`src/design/pic_pkg.sv`:
```
// pic_pkg: register map, field layout and reset values of the prioritized interrupt controller
// assumes apb with 32-bit data; offsets are word indices, byte address is index * 4
package pic_pkg;
  localparam int          PIC_NUM_SRC       = 28;
  localparam int          PIC_BANK_W        = 16;
  localparam int          PIC_VEC_W         = 5;
  localparam int          PIC_CNT_W         = 3;
  localparam int          PIC_ADDR_W        = 18;
  // printed word indices
  localparam logic [15:0] PIC_IDX_EN_LOW0   = 16'hFC00;
  localparam logic [15:0] PIC_IDX_EN_LOW1   = 16'hFC01;
  localparam logic [15:0] PIC_IDX_EN_HIGH0  = 16'hFC02;
  localparam logic [15:0] PIC_IDX_EN_HIGH1  = 16'hFC03;
  localparam logic [15:0] PIC_IDX_PEND0     = 16'hFC04;
  localparam logic [15:0] PIC_IDX_PEND1     = 16'hFC05;
  localparam logic [15:0] PIC_IDX_VECTOR    = 16'hFC06;
  localparam logic [15:0] PIC_IDX_NEST      = 16'hFC07;
  localparam logic [15:0] PIC_IDX_PUSH      = 16'hFC08;
  localparam logic [15:0] PIC_IDX_POP       = 16'hFC09;
  localparam logic [15:0] PIC_IDX_IRQ_STAT  = 16'hFC0A;
  localparam logic [15:0] PIC_IDX_IRQ_MASK  = 16'hFC0B;
  // status/mask bit positions of the block's own interrupt line
  localparam int          PIC_EV_ISSUE      = 0;
  localparam int          PIC_EV_OVERFLOW   = 1;
  localparam int          PIC_EV_W          = 2;
  localparam logic [15:0] PIC_RST_BANK      = 16'h0000;
  localparam logic [4:0]  PIC_RST_VEC       = 5'h00;
  localparam logic [2:0]  PIC_RST_CNT       = 3'h0;
  typedef enum logic [1:0] {PIC_PRI_OFF, PIC_PRI_LOW, PIC_PRI_MED, PIC_PRI_HIGH} pic_pri_e;
endpackage

```
`src/design/pic_arbiter.sv`:
```
// pic_arbiter: picks the pending enabled source of highest priority
// assumes combinational use inside the controller's clock domain
`timescale 1ns/1ps
module pic_arbiter
  import pic_pkg::*;
#(
  parameter int N = PIC_NUM_SRC
) (
  input  wire logic [N-1:0]   pending,
  input  wire logic [N-1:0]   en_high,
  input  wire logic [N-1:0]   en_low,
  output logic                found,
  output logic [PIC_VEC_W-1:0] vector
);
  logic [1:0] best_pri;
  logic [1:0] pri;

  always_comb begin
    found    = 1'b0;
    vector   = PIC_RST_VEC;
    best_pri = 2'h0;
    pri      = 2'h0;
    // ascending scan with >= lets the higher vector win a tie
    for (int i = 0; i < N; i++) begin
      pri = {en_high[i], en_low[i]};
      if (pending[i] && pri != 2'h0 && pri >= best_pri) begin
        found    = 1'b1;
        best_pri = pri;
        vector   = PIC_VEC_W'(i);
      end
    end
  end
endmodule

```
`src/design/pic_ctrl.sv`:
```
// pic_ctrl: prioritized interrupt controller, apb register slave and vectored request to the core
// assumes sources are synchronous one-cycle-or-longer request levels on core_clk
//
// Chosen here: the APB interface to the registers.
`timescale 1ns/1ps

////////////////////////////////////////////////////////////////////////////////
// How it works
// - enable bits for sources 0-15 in bank 0, 16-27 in bank 1.
// - source with both enable bits zero is disabled, never forwarded.
// - bit pair high,low: 01 low, 10 medium, 11 high priority.
// - pick highest priority pending source, also after unblocking.
// - any request sets its pending flag, enabled or not.
// - enabled pending source raises core request with its vector when counter zero.
// - pending flag clears automatically once its request is issued.
// - disabled sources keep flags set; reads return state unchanged.
// - pending write clears bits written one: old AND NOT written.
// - last issued vector held in a read-only register.
// - 3-bit nesting counter; forwarding only while it is zero.
// - counter increments on each issue and each push register write.
// - pop register write decrements counter if non-zero.
// - issue and push write in same cycle add two.
// - reading the nesting counter returns its value.
module pic_ctrl
  import pic_pkg::*;
#(
  parameter int N = PIC_NUM_SRC
) (
  input  wire logic                  core_clk,
  input  wire logic                  rstn,
  input  wire logic [PIC_ADDR_W-1:0] paddr,
  input  wire logic                  psel,
  input  wire logic                  penable,
  input  wire logic                  pwrite,
  input  wire logic [31:0]           pwdata,
  output logic      [31:0]           prdata,
  output logic                       pready,
  output logic                       pslverr,
  input  wire logic [N-1:0]          src_req,
  output logic                       core_irq,
  output logic      [PIC_VEC_W-1:0]  core_vector,
  output logic                       irq
);

  ////////////////////////////////////////////////////////////////////////////////
  // register state
  logic [31:0]          en_low_ff;
  logic [31:0]          en_high_ff;
  logic [N-1:0]         pend_ff;
  logic [PIC_VEC_W-1:0] vec_ff;
  logic [PIC_CNT_W-1:0] cnt_ff;
  logic [PIC_EV_W-1:0]  stat_ff;
  logic [PIC_EV_W-1:0]  mask_ff;
  logic [31:0]          nxt_prdata;
  logic                 nxt_pslverr;

  function automatic logic [PIC_ADDR_W-1:0] byte_addr(input logic [15:0] idx);
    byte_addr = {idx, 2'b00};
  endfunction

  ////////////////////////////////////////////////////////////////////////////////
  // apb decode: zero-wait-state slave, answer in the cycle after setup
  logic acc;
  logic wr;
  logic rd;
  logic known;

  assign acc = psel && penable && pready;
  assign wr  = acc && pwrite;
  assign rd  = acc && !pwrite;

  function automatic logic hit(input logic [PIC_ADDR_W-1:0] a, input logic [15:0] idx);
    hit = (a == byte_addr(idx));
  endfunction

  always_comb begin
    known = hit(paddr, PIC_IDX_EN_LOW0) || hit(paddr, PIC_IDX_EN_LOW1) ||
            hit(paddr, PIC_IDX_EN_HIGH0) || hit(paddr, PIC_IDX_EN_HIGH1) ||
            hit(paddr, PIC_IDX_PEND0) || hit(paddr, PIC_IDX_PEND1) ||
            hit(paddr, PIC_IDX_VECTOR) || hit(paddr, PIC_IDX_NEST) ||
            hit(paddr, PIC_IDX_PUSH) || hit(paddr, PIC_IDX_POP) ||
            hit(paddr, PIC_IDX_IRQ_STAT) || hit(paddr, PIC_IDX_IRQ_MASK);
  end

  // pready pulses in the access phase's first cycle
  always_ff @(posedge core_clk or negedge rstn) begin
    if (!rstn) begin
      pready <= 1'b0;
    end else begin
      pready <= psel && !penable;
    end
  end

  ////////////////////////////////////////////////////////////////////////////////
  // arbitration and issue
  logic                 found;
  logic [PIC_VEC_W-1:0] pick;
  logic                 issue;

  pic_arbiter #(
    .N (N)
  ) u_arb (
    .pending (pend_ff),
    .en_high (en_high_ff[N-1:0]),
    .en_low  (en_low_ff[N-1:0]),
    .found   (found),
    .vector  (pick)
  );

  assign issue = found && (cnt_ff == PIC_RST_CNT);

  always_ff @(posedge core_clk or negedge rstn) begin
    if (!rstn) begin
      core_irq    <= 1'b0;
      core_vector <= PIC_RST_VEC;
    end else begin
      core_irq <= issue;
      if (issue) begin
        core_vector <= pick;
      end
    end
  end

  always_ff @(posedge core_clk or negedge rstn) begin
    if (!rstn) begin
      vec_ff <= PIC_RST_VEC;
    end else if (issue) begin
      vec_ff <= pick;
    end
  end

  ////////////////////////////////////////////////////////////////////////////////
  // enable banks: low 16 bits of each bank 0 word, low 12 bits of each bank 1 word
  always_ff @(posedge core_clk or negedge rstn) begin
    if (!rstn) begin
      en_low_ff  <= 32'h00000000;
      en_high_ff <= 32'h00000000;
    end else if (wr) begin
      if (hit(paddr, PIC_IDX_EN_LOW0)) en_low_ff[15:0] <= pwdata[15:0];
      if (hit(paddr, PIC_IDX_EN_LOW1)) en_low_ff[31:16] <= {4'h0, pwdata[11:0]};
      if (hit(paddr, PIC_IDX_EN_HIGH0)) en_high_ff[15:0] <= pwdata[15:0];
      if (hit(paddr, PIC_IDX_EN_HIGH1)) en_high_ff[31:16] <= {4'h0, pwdata[11:0]};
    end
  end

  ////////////////////////////////////////////////////////////////////////////////
  // pending flags: requests win over software clear and over the issue clear
  logic [N-1:0] clr_mask;
  logic [N-1:0] issue_clr;
  logic [31:0]  wmask;

  always_comb begin
    wmask     = 32'h00000000;
    issue_clr = '0;
    if (wr && hit(paddr, PIC_IDX_PEND0)) wmask[15:0] = pwdata[15:0];
    if (wr && hit(paddr, PIC_IDX_PEND1)) wmask[31:16] = pwdata[15:0];
    if (issue) issue_clr[pick] = 1'b1;
    clr_mask = wmask[N-1:0] | issue_clr;
  end

  always_ff @(posedge core_clk or negedge rstn) begin
    if (!rstn) begin
      pend_ff <= '0;
    end else begin
      pend_ff <= (pend_ff & ~clr_mask) | src_req;
    end
  end

  ////////////////////////////////////////////////////////////////////////////////
  // nesting counter
  logic push;
  logic pop;

  assign push = wr && hit(paddr, PIC_IDX_PUSH);
  assign pop  = wr && hit(paddr, PIC_IDX_POP);

  // wraps modulo 8 on overflow; overflow is flagged instead of saturating
  always_ff @(posedge core_clk or negedge rstn) begin
    if (!rstn) begin
      cnt_ff <= PIC_RST_CNT;
    end else if (wr && hit(paddr, PIC_IDX_NEST)) begin
      cnt_ff <= pwdata[PIC_CNT_W-1:0];
    end else begin
      cnt_ff <= cnt_ff + PIC_CNT_W'(issue) + PIC_CNT_W'(push)
                - PIC_CNT_W'(pop && cnt_ff != PIC_RST_CNT);
    end
  end

  ////////////////////////////////////////////////////////////////////////////////
  // own interrupt line: issue event and counter overflow
  logic [PIC_EV_W-1:0] ev;
  logic [PIC_EV_W-1:0] stat_clr;

  always_comb begin
    ev = '0;
    ev[PIC_EV_ISSUE]    = issue;
    ev[PIC_EV_OVERFLOW] = ({1'b0, cnt_ff} + {3'h0, issue} + {3'h0, push}) > 4'h7;
    stat_clr = (wr && hit(paddr, PIC_IDX_IRQ_STAT)) ? pwdata[PIC_EV_W-1:0] : '0;
  end

  always_ff @(posedge core_clk or negedge rstn) begin
    if (!rstn) begin
      stat_ff <= '0;
    end else begin
      stat_ff <= (stat_ff & ~stat_clr) | ev;
    end
  end

  always_ff @(posedge core_clk or negedge rstn) begin
    if (!rstn) begin
      mask_ff <= '0;
    end else if (wr && hit(paddr, PIC_IDX_IRQ_MASK)) begin
      mask_ff <= pwdata[PIC_EV_W-1:0];
    end
  end

  always_ff @(posedge core_clk or negedge rstn) begin
    if (!rstn) begin
      irq <= 1'b0;
    end else begin
      irq <= |((((stat_ff & ~stat_clr) | ev)) & mask_ff);
    end
  end

  ////////////////////////////////////////////////////////////////////////////////
  // read data, registered at the edge that starts the access phase
  always_comb begin
    nxt_prdata  = 32'h00000000;
    nxt_pslverr = 1'b0;
    if (hit(paddr, PIC_IDX_EN_LOW0)) nxt_prdata[15:0] = en_low_ff[15:0];
    if (hit(paddr, PIC_IDX_EN_LOW1)) nxt_prdata[15:0] = en_low_ff[31:16];
    if (hit(paddr, PIC_IDX_EN_HIGH0)) nxt_prdata[15:0] = en_high_ff[15:0];
    if (hit(paddr, PIC_IDX_EN_HIGH1)) nxt_prdata[15:0] = en_high_ff[31:16];
    if (hit(paddr, PIC_IDX_PEND0)) nxt_prdata[15:0] = pend_ff[15:0];
    if (hit(paddr, PIC_IDX_PEND1)) nxt_prdata[N-17:0] = pend_ff[N-1:16];
    if (hit(paddr, PIC_IDX_VECTOR)) nxt_prdata[PIC_VEC_W-1:0] = vec_ff;
    if (hit(paddr, PIC_IDX_NEST)) nxt_prdata[PIC_CNT_W-1:0] = cnt_ff;
    if (hit(paddr, PIC_IDX_IRQ_STAT)) nxt_prdata[PIC_EV_W-1:0] = stat_ff;
    if (hit(paddr, PIC_IDX_IRQ_MASK)) nxt_prdata[PIC_EV_W-1:0] = mask_ff;
    if (!known) nxt_pslverr = 1'b1;
  end

  always_ff @(posedge core_clk or negedge rstn) begin
    if (!rstn) begin
      prdata  <= 32'h00000000;
      pslverr <= 1'b0;
    end else if (psel && !penable) begin
      prdata  <= pwrite ? 32'h00000000 : nxt_prdata;
      pslverr <= nxt_pslverr;
    end else begin
      prdata  <= 32'h00000000;
      pslverr <= 1'b0;
    end
  end

  // rd kept for readability of the decode; reads have no side effects
  logic unused_rd;
  assign unused_rd = rd;

endmodule

```
`config.mk`:
```
export PLATFORM = sky130hd
export DESIGN_NAME = pic_ctrl
export DESIGN_NICKNAME = d
export VERILOG_FILES = /design/src/design/pic_pkg.sv /design/src/design/pic_arbiter.sv /design/src/design/pic_ctrl.sv
export SDC_FILE = /design/constraint.sdc
export NUM_CORES = 1
export LEC_CHECK = 0
export BUFFER_PORTS_ARGS = -buffer_cell sky130_fd_sc_hd__buf_2
export CORE_MARGIN = 5
export CORE_UTILIZATION = 25
export CTS_CLUSTER_DIAMETER = 200
export CTS_CLUSTER_SIZE = 30
export DETAILED_ROUTE_END_ITERATION = 16
export SYNTH_ARGS = -nofsm -noshare
export SYNTH_HDL_FRONTEND = slang
export SYNTH_SLANG_ARGS = --single-unit
```
`constraint.sdc`:
```
create_clock -name core_clk -period 45 [get_ports core_clk]
set_input_delay 2.25 -clock core_clk [delete_from_list [all_inputs] [get_ports core_clk]]
set_output_delay 2.25 -clock core_clk [all_outputs]
set_load 0.02 [all_outputs]
```
### Yosys cells after proc, flatten, opt, wreduce, memory -nomap -nowiden

Cells that the tools add are included.

| word-level totals | value |
|---|---|
| bits in registers | 132 |
| bits of input ports | 83 |
| output and inout port bits | 41 |
| logic and storage cells | 290 |

| cells by class | value |
|---|---|
| $add $sub $neg | 5 |
| $lt $le $gt $ge | 31 |
| equal/unequal tests | 12 |
| multiplexer cells | 103 |
| bitwise logic cells | 8 |
| reductions and logical operators | 117 |

Operators by type and width:

| cell | count |
|---|---|
| $eq 18x18->1 const B | 12 |
| $mux 16 | 8 |
| $logic_and 1x1->1 | 70 |
| $mux 5 | 13 |
| $mux 2 | 32 |
| $or 28x28->28 | 2 |
| $reduce_bool 2->1 | 28 |
| $ge 2x2->1 | 27 |
| $mux 1 | 32 |
| $mux 4 | 8 |
| $and 28x28->28 | 1 |
| $mux 28 | 1 |
| $not 28->28 | 1 |
| $mux 12 | 2 |
| $mux 3 | 6 |
| $logic_or 1x1->1 | 11 |
| $reduce_and 2->1 | 4 |
| $add 3x1->3 | 2 |
| $lt 5x6->1 const B | 1 |
| $demux 1 s5 | 1 |
| $ge 5x1->1 const B | 1 |
| $add 3x1->4 | 1 |
| $add 4x1->4 | 1 |
| $and 2x2->2 | 2 |
| 9 further kinds | 9 |

### Depth between registers and ports, before layout

Gate-level depths: netlist of run 1.

| depth | value |
|---|---|
| depth after elaboration | 94 |
| depth in mapped cells | 187 |
| mapped depth without buffers | 187 |

### Modules after synthesis

From an unflattened synthesis of run 1, not the netlist that was laid out.

| second synthesis, totals | value |
|---|---|
| cell total of the unflattened synthesis | 949 |
| area, all modules | 8495.6 um2 |

Modules (own cells, without submodules):

| module | times used | cells each | area each (um2) | sequential area each (um2) |
|---|---|---|---|---|
| pic_ctrl | 1 | 534 | 5779.3 | 2902.8 |
| pic_arbiter | 1 | 415 | 2716.4 | 0.0 |

### Worst setup path after synthesis of run 1

Ideal clock, no wire load.

| path | value |
|---|---|
| path type | register to register |
| start point | register pend_ff[0] |
| end point | register cnt_ff[1] |
| library setup time | 0.125 ns |
| arrival time | 31.134 ns |
| data required time | 44.875 ns |
| slack | 13.741 ns |
| cell stages (with the launch flop) | 181 |
| buffers on the path | 0 |
| period minus slack after synthesis | 31.259 ns |
| cells stage by stage | dfrtp_1 and2_1 ha_1 or3b_4 nand3_4 nand2_1 nand2_1 ha_1 nor2b_1 nor2_1 nor4b_1 nand2_1 ha_1 nand2b_1 a21oi_1 o32a_1 a31oi_1 ha_1 (+145 left out) nand2b_1 a21oi_1 nor2b_1 nand2_1 or3b_2 o21ai_0 ha_1 nand2b_1 a21oi_1 nor2_1 or2_2 nor2_4 a21oi_1 nor2_4 nand2_1 fa_1 fa_1 mux2_2 |

| between the ends | value |
|---|---|
| word-level cells in the longest chain between the ends | 89 |
| elaborated cells on any way between the ends | 116 |
| classes of those cells | add/sub (3); order compare (27); mux (56); reduce/logical (30) |

RTL lines:

| element | RTL line | RTL |
|---|---|---|
| start: declaration | pic_ctrl.sv:49 | `logic [N-1:0] pend_ff;` |
| start signal: assignment | pic_ctrl.sv:165 | `pend_ff <= (pend_ff & ~clr_mask) \| src_req;` |
| $logic_and 1x1->1 (*) (2 in a row) | pic_arbiter.sv:26 | `if (pending[i] && pri != 2'h0 && pri >= best_pri) begin` |
| $mux 2 | pic_arbiter.sv:26 |  |
| $ge 2x2->1 | pic_arbiter.sv:26 |  |
| $logic_and 1x1->1 | pic_arbiter.sv:26 |  |
| $mux 2 | pic_arbiter.sv:26 |  |
| $ge 2x2->1 | pic_arbiter.sv:26 |  |
| $logic_and 1x1->1 | pic_arbiter.sv:26 |  |
| $mux 2 | pic_arbiter.sv:26 |  |
| (+71 left out) | n/a |  |
| $mux 2 | pic_arbiter.sv:26 |  |
| $ge 2x2->1 | pic_arbiter.sv:26 |  |
| $logic_and 1x1->1 | pic_arbiter.sv:26 |  |
| $mux 1 (*) | pic_arbiter.sv:26 |  |
| $logic_and 1x1->1 (*) | pic_ctrl.sv:110 | `assign issue = found && (cnt_ff == PIC_RST_CNT);` |
| $add 3x1->3 (*) (2 in a row) | pic_ctrl.sv:184 | `cnt_ff <= cnt_ff + PIC_CNT_W'(issue) + PIC_CNT_W'(push)` |
| $sub 3x1->3 (*) | pic_ctrl.sv:185 | `- PIC_CNT_W'(pop && cnt_ff != PIC_RST_CNT);` |
| $mux 3 (*) | pic_ctrl.sv:181 | `end else if (wr && hit(paddr, PIC_IDX_NEST)) begin` |
| end signal: assignment | pic_ctrl.sv:182 | `cnt_ff <= pwdata[PIC_CNT_W-1:0];` |
| end signal: assignment | pic_ctrl.sv:184 |  |
| end: declaration | pic_ctrl.sv:51 | `logic [PIC_CNT_W-1:0] cnt_ff;` |

Every way passes the cells marked *; elsewhere a longest branch is shown, timed or not.
A chain may end at the register's enable or synchronous reset.

### Worst setup path after layout of run 1

Same ends and word-level chain as after synthesis.

==> impl_metrics.json, run 1 <==
{
  "outcome": "finished clean",
  "post-route-min-period_ns": 36.81,
  "critPathKind": "register to register",
  "synth_compound_area_share_pct": 21.2,
  "pre_cts_ws_ns": 8.58,
  "synth_edf_count": 0,
  "cp.required_ns": 45.31,
  "pin_count": 124,
  "cts_tree": "built",
  "cts_resized": 0,
  "ys_warn_count": 0,
  "dp.cells": 1482,
  "drc": 0,
  "synth-simple-area-share_pct": 24.4,
  "register_area_sq_um": 2900,
  "busiest_layer": "met2",
  "syn_area_sq_um": 8440,
  "p_leak_nw": 4.38,
  "rsz0062_at_grt": "false",
  "cp_max_fo": 7,
  "grtUsageTotal_pct": 15.3,
  "grt_pass1_vias": 7684,
  "crit_slowest_cell": "nor4b_1",
  "met2_usage_pct": 25.7,
  "max-cap-violations": 0,
  "grtUsageMet1_pct": 20.3,
  "clk-insertion-delay-late_ns": 0.43,
  "grt_max_degree": 78,
  "num_vias": 7890,
  "muxShareOfSynthArea_pct": 9.09,
  "gr-total-overflow": 0,
  "cts_root_buffer": "clkbuf_16",
  "cpPeakStageDelay_ns": 0.51,
  "syn-mean-instance-area_sq_um": 8.71,
  "fin_crit_sh_pct": 81.8,
  "grt_pass1_wl_mm": 45.6,
  "synth_seq_cells": 116,
  "yosysSeqAreaShare_pct": 34.4,
  "powerDensity_nw_per_um2": 26.7,
  "fp.coreArea_sq_um": 33400,
  "area_growth_pct": 18.0,
  "cts.sinks": 116,
  "fin_nets": 1170,
  "synth_top_family_by_area": "simple AND/OR/NAND/NOR gates",
  "die_w_microns": 194,
  "setup_tns_ns": 0,
  "crit_path_start_kind": "register",
  "crit_path_end_kind": "register",
  "ctsHoldBuffers": 0,
  "die_area_sq_um": 37500,
  "setup_viol": 0,
  "path_clk_slew_ns": 0.06,
  "met3_usage_pct": 2.35,
  "io_buffers": 91,
  "finalNonFillerCells": 1514,
  "async_flop_share_pct": 100,
  "antenna_found_initial": 0,
  "worst_slew_pin_slew_ns": 1.15,
  "cts_setup_buffers": 0,
  "diodes": 0,
  "clock_skew_ns": 0.0106,
  "drt-total-wl_mm": 29.2,
  "cts.path.max_buffers": 2,
  "synth-main-ff-cell": "dfrtp_1",
  "gp_congestion": 0.911,
  "htreeDepth": 4,
  "fp-row-count": 67,
  "worst_ep_arrival_time_ns": 37.11,
  "ir_drop_mv": 0.0189,
  "post_route_cells_drive_above_1_share_pct": 22.1,
  "netlist_instances": 969,
  "n_fill_cell": 3517,
  "layout_setup_ws_ns": 8.19,
  "viasPerCell": 5.21,
  "cpMostUsedCell": "ha_1",
  "hold_violations": 0,
  "first_pass_iters": 6,
  "synth_fa_ha_area_share_pct": 5.69,
  "drtIter0Drc": 707,
  "min_path_type": "register to register",
  "total_power_w": 0.000266,
  "maxSlewHeadroom_pct": 23.0,
  "initial_core_util_pct": 25.2,
  "synthXorXnorAreaFrac_pct": 0.104,
  "chipHeight_microns": 194,
  "cts_made_buffers": 17,
  "ant_nets": 0,
  "dpl.hpwl_mm": 22.5,
  "synth_cell_types": 99,
  "multi_input_area_sq_um": 5170,
  "wl_per_cell_microns": 19.3,
  "clock.fmax_mhz": 27.2,
  "final_max_slew_viol_count": 0
}
power by group:
group / internal (W) / switching (W) / total, W
Combinational: 0.00000259 / 0.00000689 / 0.00000948
Clock: 0.000102 / 0.0000500 / 0.000152
Sequential: 0.000104 / 0.0000000421 / 0.000105
metal layers:
layer	wire (microns)	share of wire [%]
met1	13100	45
met2	14100	48
met3	1360	4.7
met4	519	1.8
met5	0	0
cell type report:
class                   count  area share, %
well taps                 448           5.63
repair buffers             93           4.75
multi-input cells         774           51.9
clock inverters             7           1.42
flip-flops and latches    116           29.1
inverters                  51           1.95
clock buffers              25           5.18
flip-flops by register name, summed over array words and instances (netlist names):
register,cells
en_low_ff,28
pend_ff,28
irq,1
pslverr,1
prdata,16
stat_ff,2
vec_ff,5
cnt_ff,3
core_irq,1
en_high_ff,28
mask_ff,2
pready,1
worst max-delay path, delay by kind of cell (launching register included):
family                     cells  cell delay [ns]
AOI/OAI and AO/OA             64            13.90
and+or+nand+nor               81            13.06
adders and majority gates     29             8.15
muxes                          3             0.86
DFF                            1             0.45
buffers and inverters          3             0.25
logic make-up after synthesis:
family / count (synthesis)
mux: 69
simple gates: 394
other cells: 1
compound gates: 256
flops: 116
fa+ha+maj: 38
xor+xnor: 1
buf+inv: 94
synth_stat cells (all sizes together), types with 3 or more instances:
cell | count | share of area, %
o211ai | 5 | 0.44
o21ai | 39 | 2.3
mux2 | 61 | 8.1
nand2 | 128 | 5.7
a32oi | 3 | 0.31
nor4 | 16 | 1.4
a41oi | 4 | 0.50
or2 | 7 | 0.52
o32ai | 3 | 0.40
ha | 32 | 4.7
a222oi | 17 | 2.0
a31oi | 29 | 2.2
a211oi | 7 | 0.68
clkbuf | 20 | 0.89
nand3 | 32 | 2.2
and2 | 17 | 1.3
nor3 | 15 | 1.1
nand4 | 14 | 1.1
o21a | 6 | 0.53
o41ai | 4 | 0.50
o21bai | 3 | 0.27
dfrtp | 116 | 34
mux2i | 8 | 0.95
a21oi | 80 | 4.9
o22ai | 6 | 0.44
and3 | 9 | 0.73
o31ai | 7 | 0.85
or3 | 4 | 0.30
buf | 23 | 1.9
nor2 | 80 | 3.9
or3b | 4 | 0.44
a22oi | 7 | 0.62
a22o | 3 | 0.31
maj3 | 4 | 0.47
nand4b | 4 | 0.42
a31o | 8 | 0.83
inv | 51 | 2.3
nand2b | 32 | 2.4
nor2b | 17 | 1.3
placed cells by master, fill, tap and decap left out, types with 16 or more instances in the layout:
cell       synthesis  routed
a31oi_1           28      28
nand2_1          127     127
and2_1            17      17
dfrtp_1          116     116
inv_1             50      50
ha_1              32      32
conb_1             1      16
nand3_1           30      30
o21ai_0           34      34
a222oi_1          17      17
mux2_2            61      61
nor2b_1           17      17
buf_2              2      90
nand2b_1          32      32
a21oi_1           79      79
clkbuf_16          0      17
nor2_1            75      72
path summary, 6_finish.rpt:
check / cells past startpoint / start / end / slack [ns]
min in group asynchronous: 1 / rstn / irq / 1.80
min: 2 / stat_ff[0] / stat_ff[0] / 0.51
max in group asynchronous: 2 / rstn / pend_ff[8] / 41.79
max reg2reg: 180 / pend_ff[0] / cnt_ff[1] / 8.19
min reg2reg: 2 / stat_ff[0] / stat_ff[0] / 0.51
max: 180 / pend_ff[0] / cnt_ff[1] / 8.19
metrics by stage:
step | hold WS (ns) | area (sq um) | util, %
3_5_place_dp | 0.507 | 9300 | 27.8
4_1_cts | 0.520 | 9960 | 29.8
5_1_grt | 0.548 | 9960 | 29.8
3_3_place_gp | 0.489 | 9300 | 27.8
2_1_floorplan | 0.465 | 8500 | -
6_report | 0.511 | 9960 | 29.8
(Power assumes the default switching activity.)
==> inputs of run 2 (changes only) <==
- ABC_AREA: not set -> 1
- clock period: 45 -> 33.8 ns (I/O delays scaled with it)
==> run 2 against run 1 <==
  * Setup slack worse by 1.9 ns
  * Power is 25% higher
  * Clock-buffer cell count is 4 lower
  * Sequential cell count stayed put
  * Fmax is 34% higher
==> impl_metrics.json, run 2 <==
{
  "outcome": "finished clean",
  "io_buffers": 91,
  "cts_tree": "built",
  "ctsHoldBuffers": 0,
  "die_w_microns": 191,
  "wl_per_cell_microns": 15.3,
  "gp_congestion": 0.908,
  "p_leak_nw": 4.96,
  "multi_input_area_sq_um": 4380,
  "hold_violations": 0,
  "pin_count": 124,
  "first_pass_iters": 5,
  "n_fill_cell": 3607,
  "cts_root_buffer": "clkbuf_16",
  "worst_slew_pin_slew_ns": 1.25,
  "crit_path_end_kind": "register",
  "grtUsageMet1_pct": 18.2,
  "synth_commonest_cells": "351 x nand2_1, 185 x inv_1, 137 x o21ai_0, 116 x dfrtp_1, 83 x nand3_1",
  "register_area_sq_um": 2900,
  "post-route-min-period_ns": 27.54,
  "post_route_cells_drive_above_1_share_pct": 13.7,
  "cts.path.max_buffers": 2,
  "fin_nets": 1400,
  "chipHeight_microns": 191,
  "crit_family": "simple AND/OR/NAND/NOR gates",
  "grt_max_degree": 70,
  "synth_area_leaders": "dfrtp_1 36%, nand2_1 16%, inv_1 8.5%",
  "crit_path_start_kind": "register",
  "clock_skew_ns": 0.00846,
  "met3_usage_pct": 2.91,
  "fin_crit_sh_pct": 81.5,
  "final_max_slew_viol_count": 0,
  "final_common_cell": "nand2_1",
  "worst_ep_arrival_time_ns": 27.84,
  "powerDensity_nw_per_um2": 34.3,
  "min_path_type": "register to register",
  "rsz0062_at_grt": "false",
  "dp.cells": 1706,
  "initial_core_util_pct": 25.2,
  "fp.coreArea_sq_um": 32400,
  "dpl.hpwl_mm": 21.4,
  "pre_cts_ws_ns": 6.25,
  "drtIter0Drc": 612,
  "cts_made_buffers": 17,
  "largest_registers": "en_high_ff x28, en_low_ff x28, pend_ff x28",
  "clk-insertion-delay-late_ns": 0.43,
  "gr-total-overflow": 0,
  "synth_seq_cells": 116,
  "clock.fmax_mhz": 36.3,
  "critPathKind": "register to register",
  "area_growth_pct": 18.0,
  "cpMostUsedCell": "nand2_1",
  "cts.sinks": 116,
  "synth_top_cell_by_area": "dfrtp_1",
  "netlist_instances": 1190,
  "grt_pass1_vias": 7660,
  "yosysSeqAreaShare_pct": 35.6,
  "fp-row-count": 66,
  "cts_resized": 0,
  "drt-total-wl_mm": 26.6,
  "drc": 0,
  "synth_top_area_share_pct": 35.6,
  "crit_slowest_cell": "dfrtp_1",
  "die_area_sq_um": 36400,
  "synth_most_common_cell": "nand2_1",
  "path_clk_slew_ns": 0.06,
  "cp.required_ns": 34.10,
  "synth_edf_count": 0,
  "layout_setup_ws_ns": 6.26,
  "setup_viol": 0,
  "finalNonFillerCells": 1737,
  "ys_warn_count": 0,
  "htreeDepth": 4,
  "grt_pass1_wl_mm": 41.7,
  "synth-main-ff-cell": "dfrtp_1",
  "syn-mean-instance-area_sq_um": 6.86,
  "antenna_found_initial": 0,
  "syn_area_sq_um": 8170,
  "total_power_w": 0.000331,
  "setup_tns_ns": 0,
  "final_cell_mix": "351 x nand2_1, 185 x inv_1, 137 x o21ai_0, 116 x dfrtp_1, 90 x buf_2",
  "viasPerCell": 4.60,
  "ant_nets": 0,
  "cpPeakStageDelay_ns": 0.41,
  "num_vias": 7993,
  "async_flop_share_pct": 100,
  "cp_max_fo": 6,
  "maxSlewHeadroom_pct": 16.1,
  "diodes": 0,
  "grtUsageTotal_pct": 14.9,
  "critPathBufInv": 23,
  "met2_usage_pct": 25.1,
  "synth_cell_types": 43,
  "cts_setup_buffers": 0,
  "ir_drop_mv": 0.0362,
  "max-cap-violations": 0,
  "busiest_layer": "met2"
}
[run 2: power breakdown]
part           leakage (nW)  switching, W   total, W  internal [W]
combinational          3.23    0.00000989  0.0000136    0.00000375
sequential             1.45  0.0000000485   0.000139      0.000139
clock                 0.274     0.0000669   0.000178      0.000111
total                  4.96     0.0000769   0.000331      0.000254
[run 2: tightest hold or removal path, delay by kind of cell, from the launching register on]
kind | cells | cell delay (ns)
and+or+nand+nor | 1 | 0.06
AOI/OAI and AO/OA | 1 | 0.06
DFF | 1 | 0.34
[run 2: logic make-up after synthesis]
logic type / Yosys count / share of synthesized area [%]
AND/OR/NAND/NOR: 556 / 29.7
buffers and inverters: 231 / 11.5
flip-flops: 116 / 35.6
XOR/XNOR: 1 / 0.107
AO/OA/AOI/OAI: 251 / 17.7
other: 1 / 0.0459
adder cells (fa/ha/maj): 34 / 5.39
[run 2: final cells by class]
class / count / share of cell area, %
sequential: 116 / 30.1
clock buffer: 21 / 4.78
tap: 442 / 5.74
inverter: 193 / 7.52
multi-input combinational: 858 / 45.5
clock inverter: 10 / 1.12
timing repair buffer: 97 / 5.22
[run 2: through the flow]
stage / hold WS [ns] / util (%) / cell area [sq um]
floorplan: 0.453 / - / 8220
global route: 0.520 / 29.8 / 9630
global placement: 0.473 / 28.0 / 9060
finish: 0.492 / 29.8 / 9630
detailed placement: 0.485 / 28.0 / 9060
CTS: 0.496 / 29.8 / 9630
[run 2: worst paths after layout]
check / from / to / slack (ns) / depth (start not counted)
max: en_high_ff[0] / cnt_ff[2] / 6.26 / 207
min: en_low_ff[25] / en_low_ff[25] / 0.49 / 2
max reg2reg: en_high_ff[0] / cnt_ff[2] / 6.26 / 207
min reg2reg: en_low_ff[25] / en_low_ff[25] / 0.49 / 2
max in group asynchronous: rstn / prdata[5] / 31.16 / 2
min in group asynchronous: rstn / irq / 1.28 / 1
[run 2: metal layers]
layer / vias to the layer above / part of all wire (%)
met5: - / 0
met4: 0 / 4.6
met3: 61 / 5.0
met2: 231 / 48
met1: 3681 / 43
li1: 4020 / -
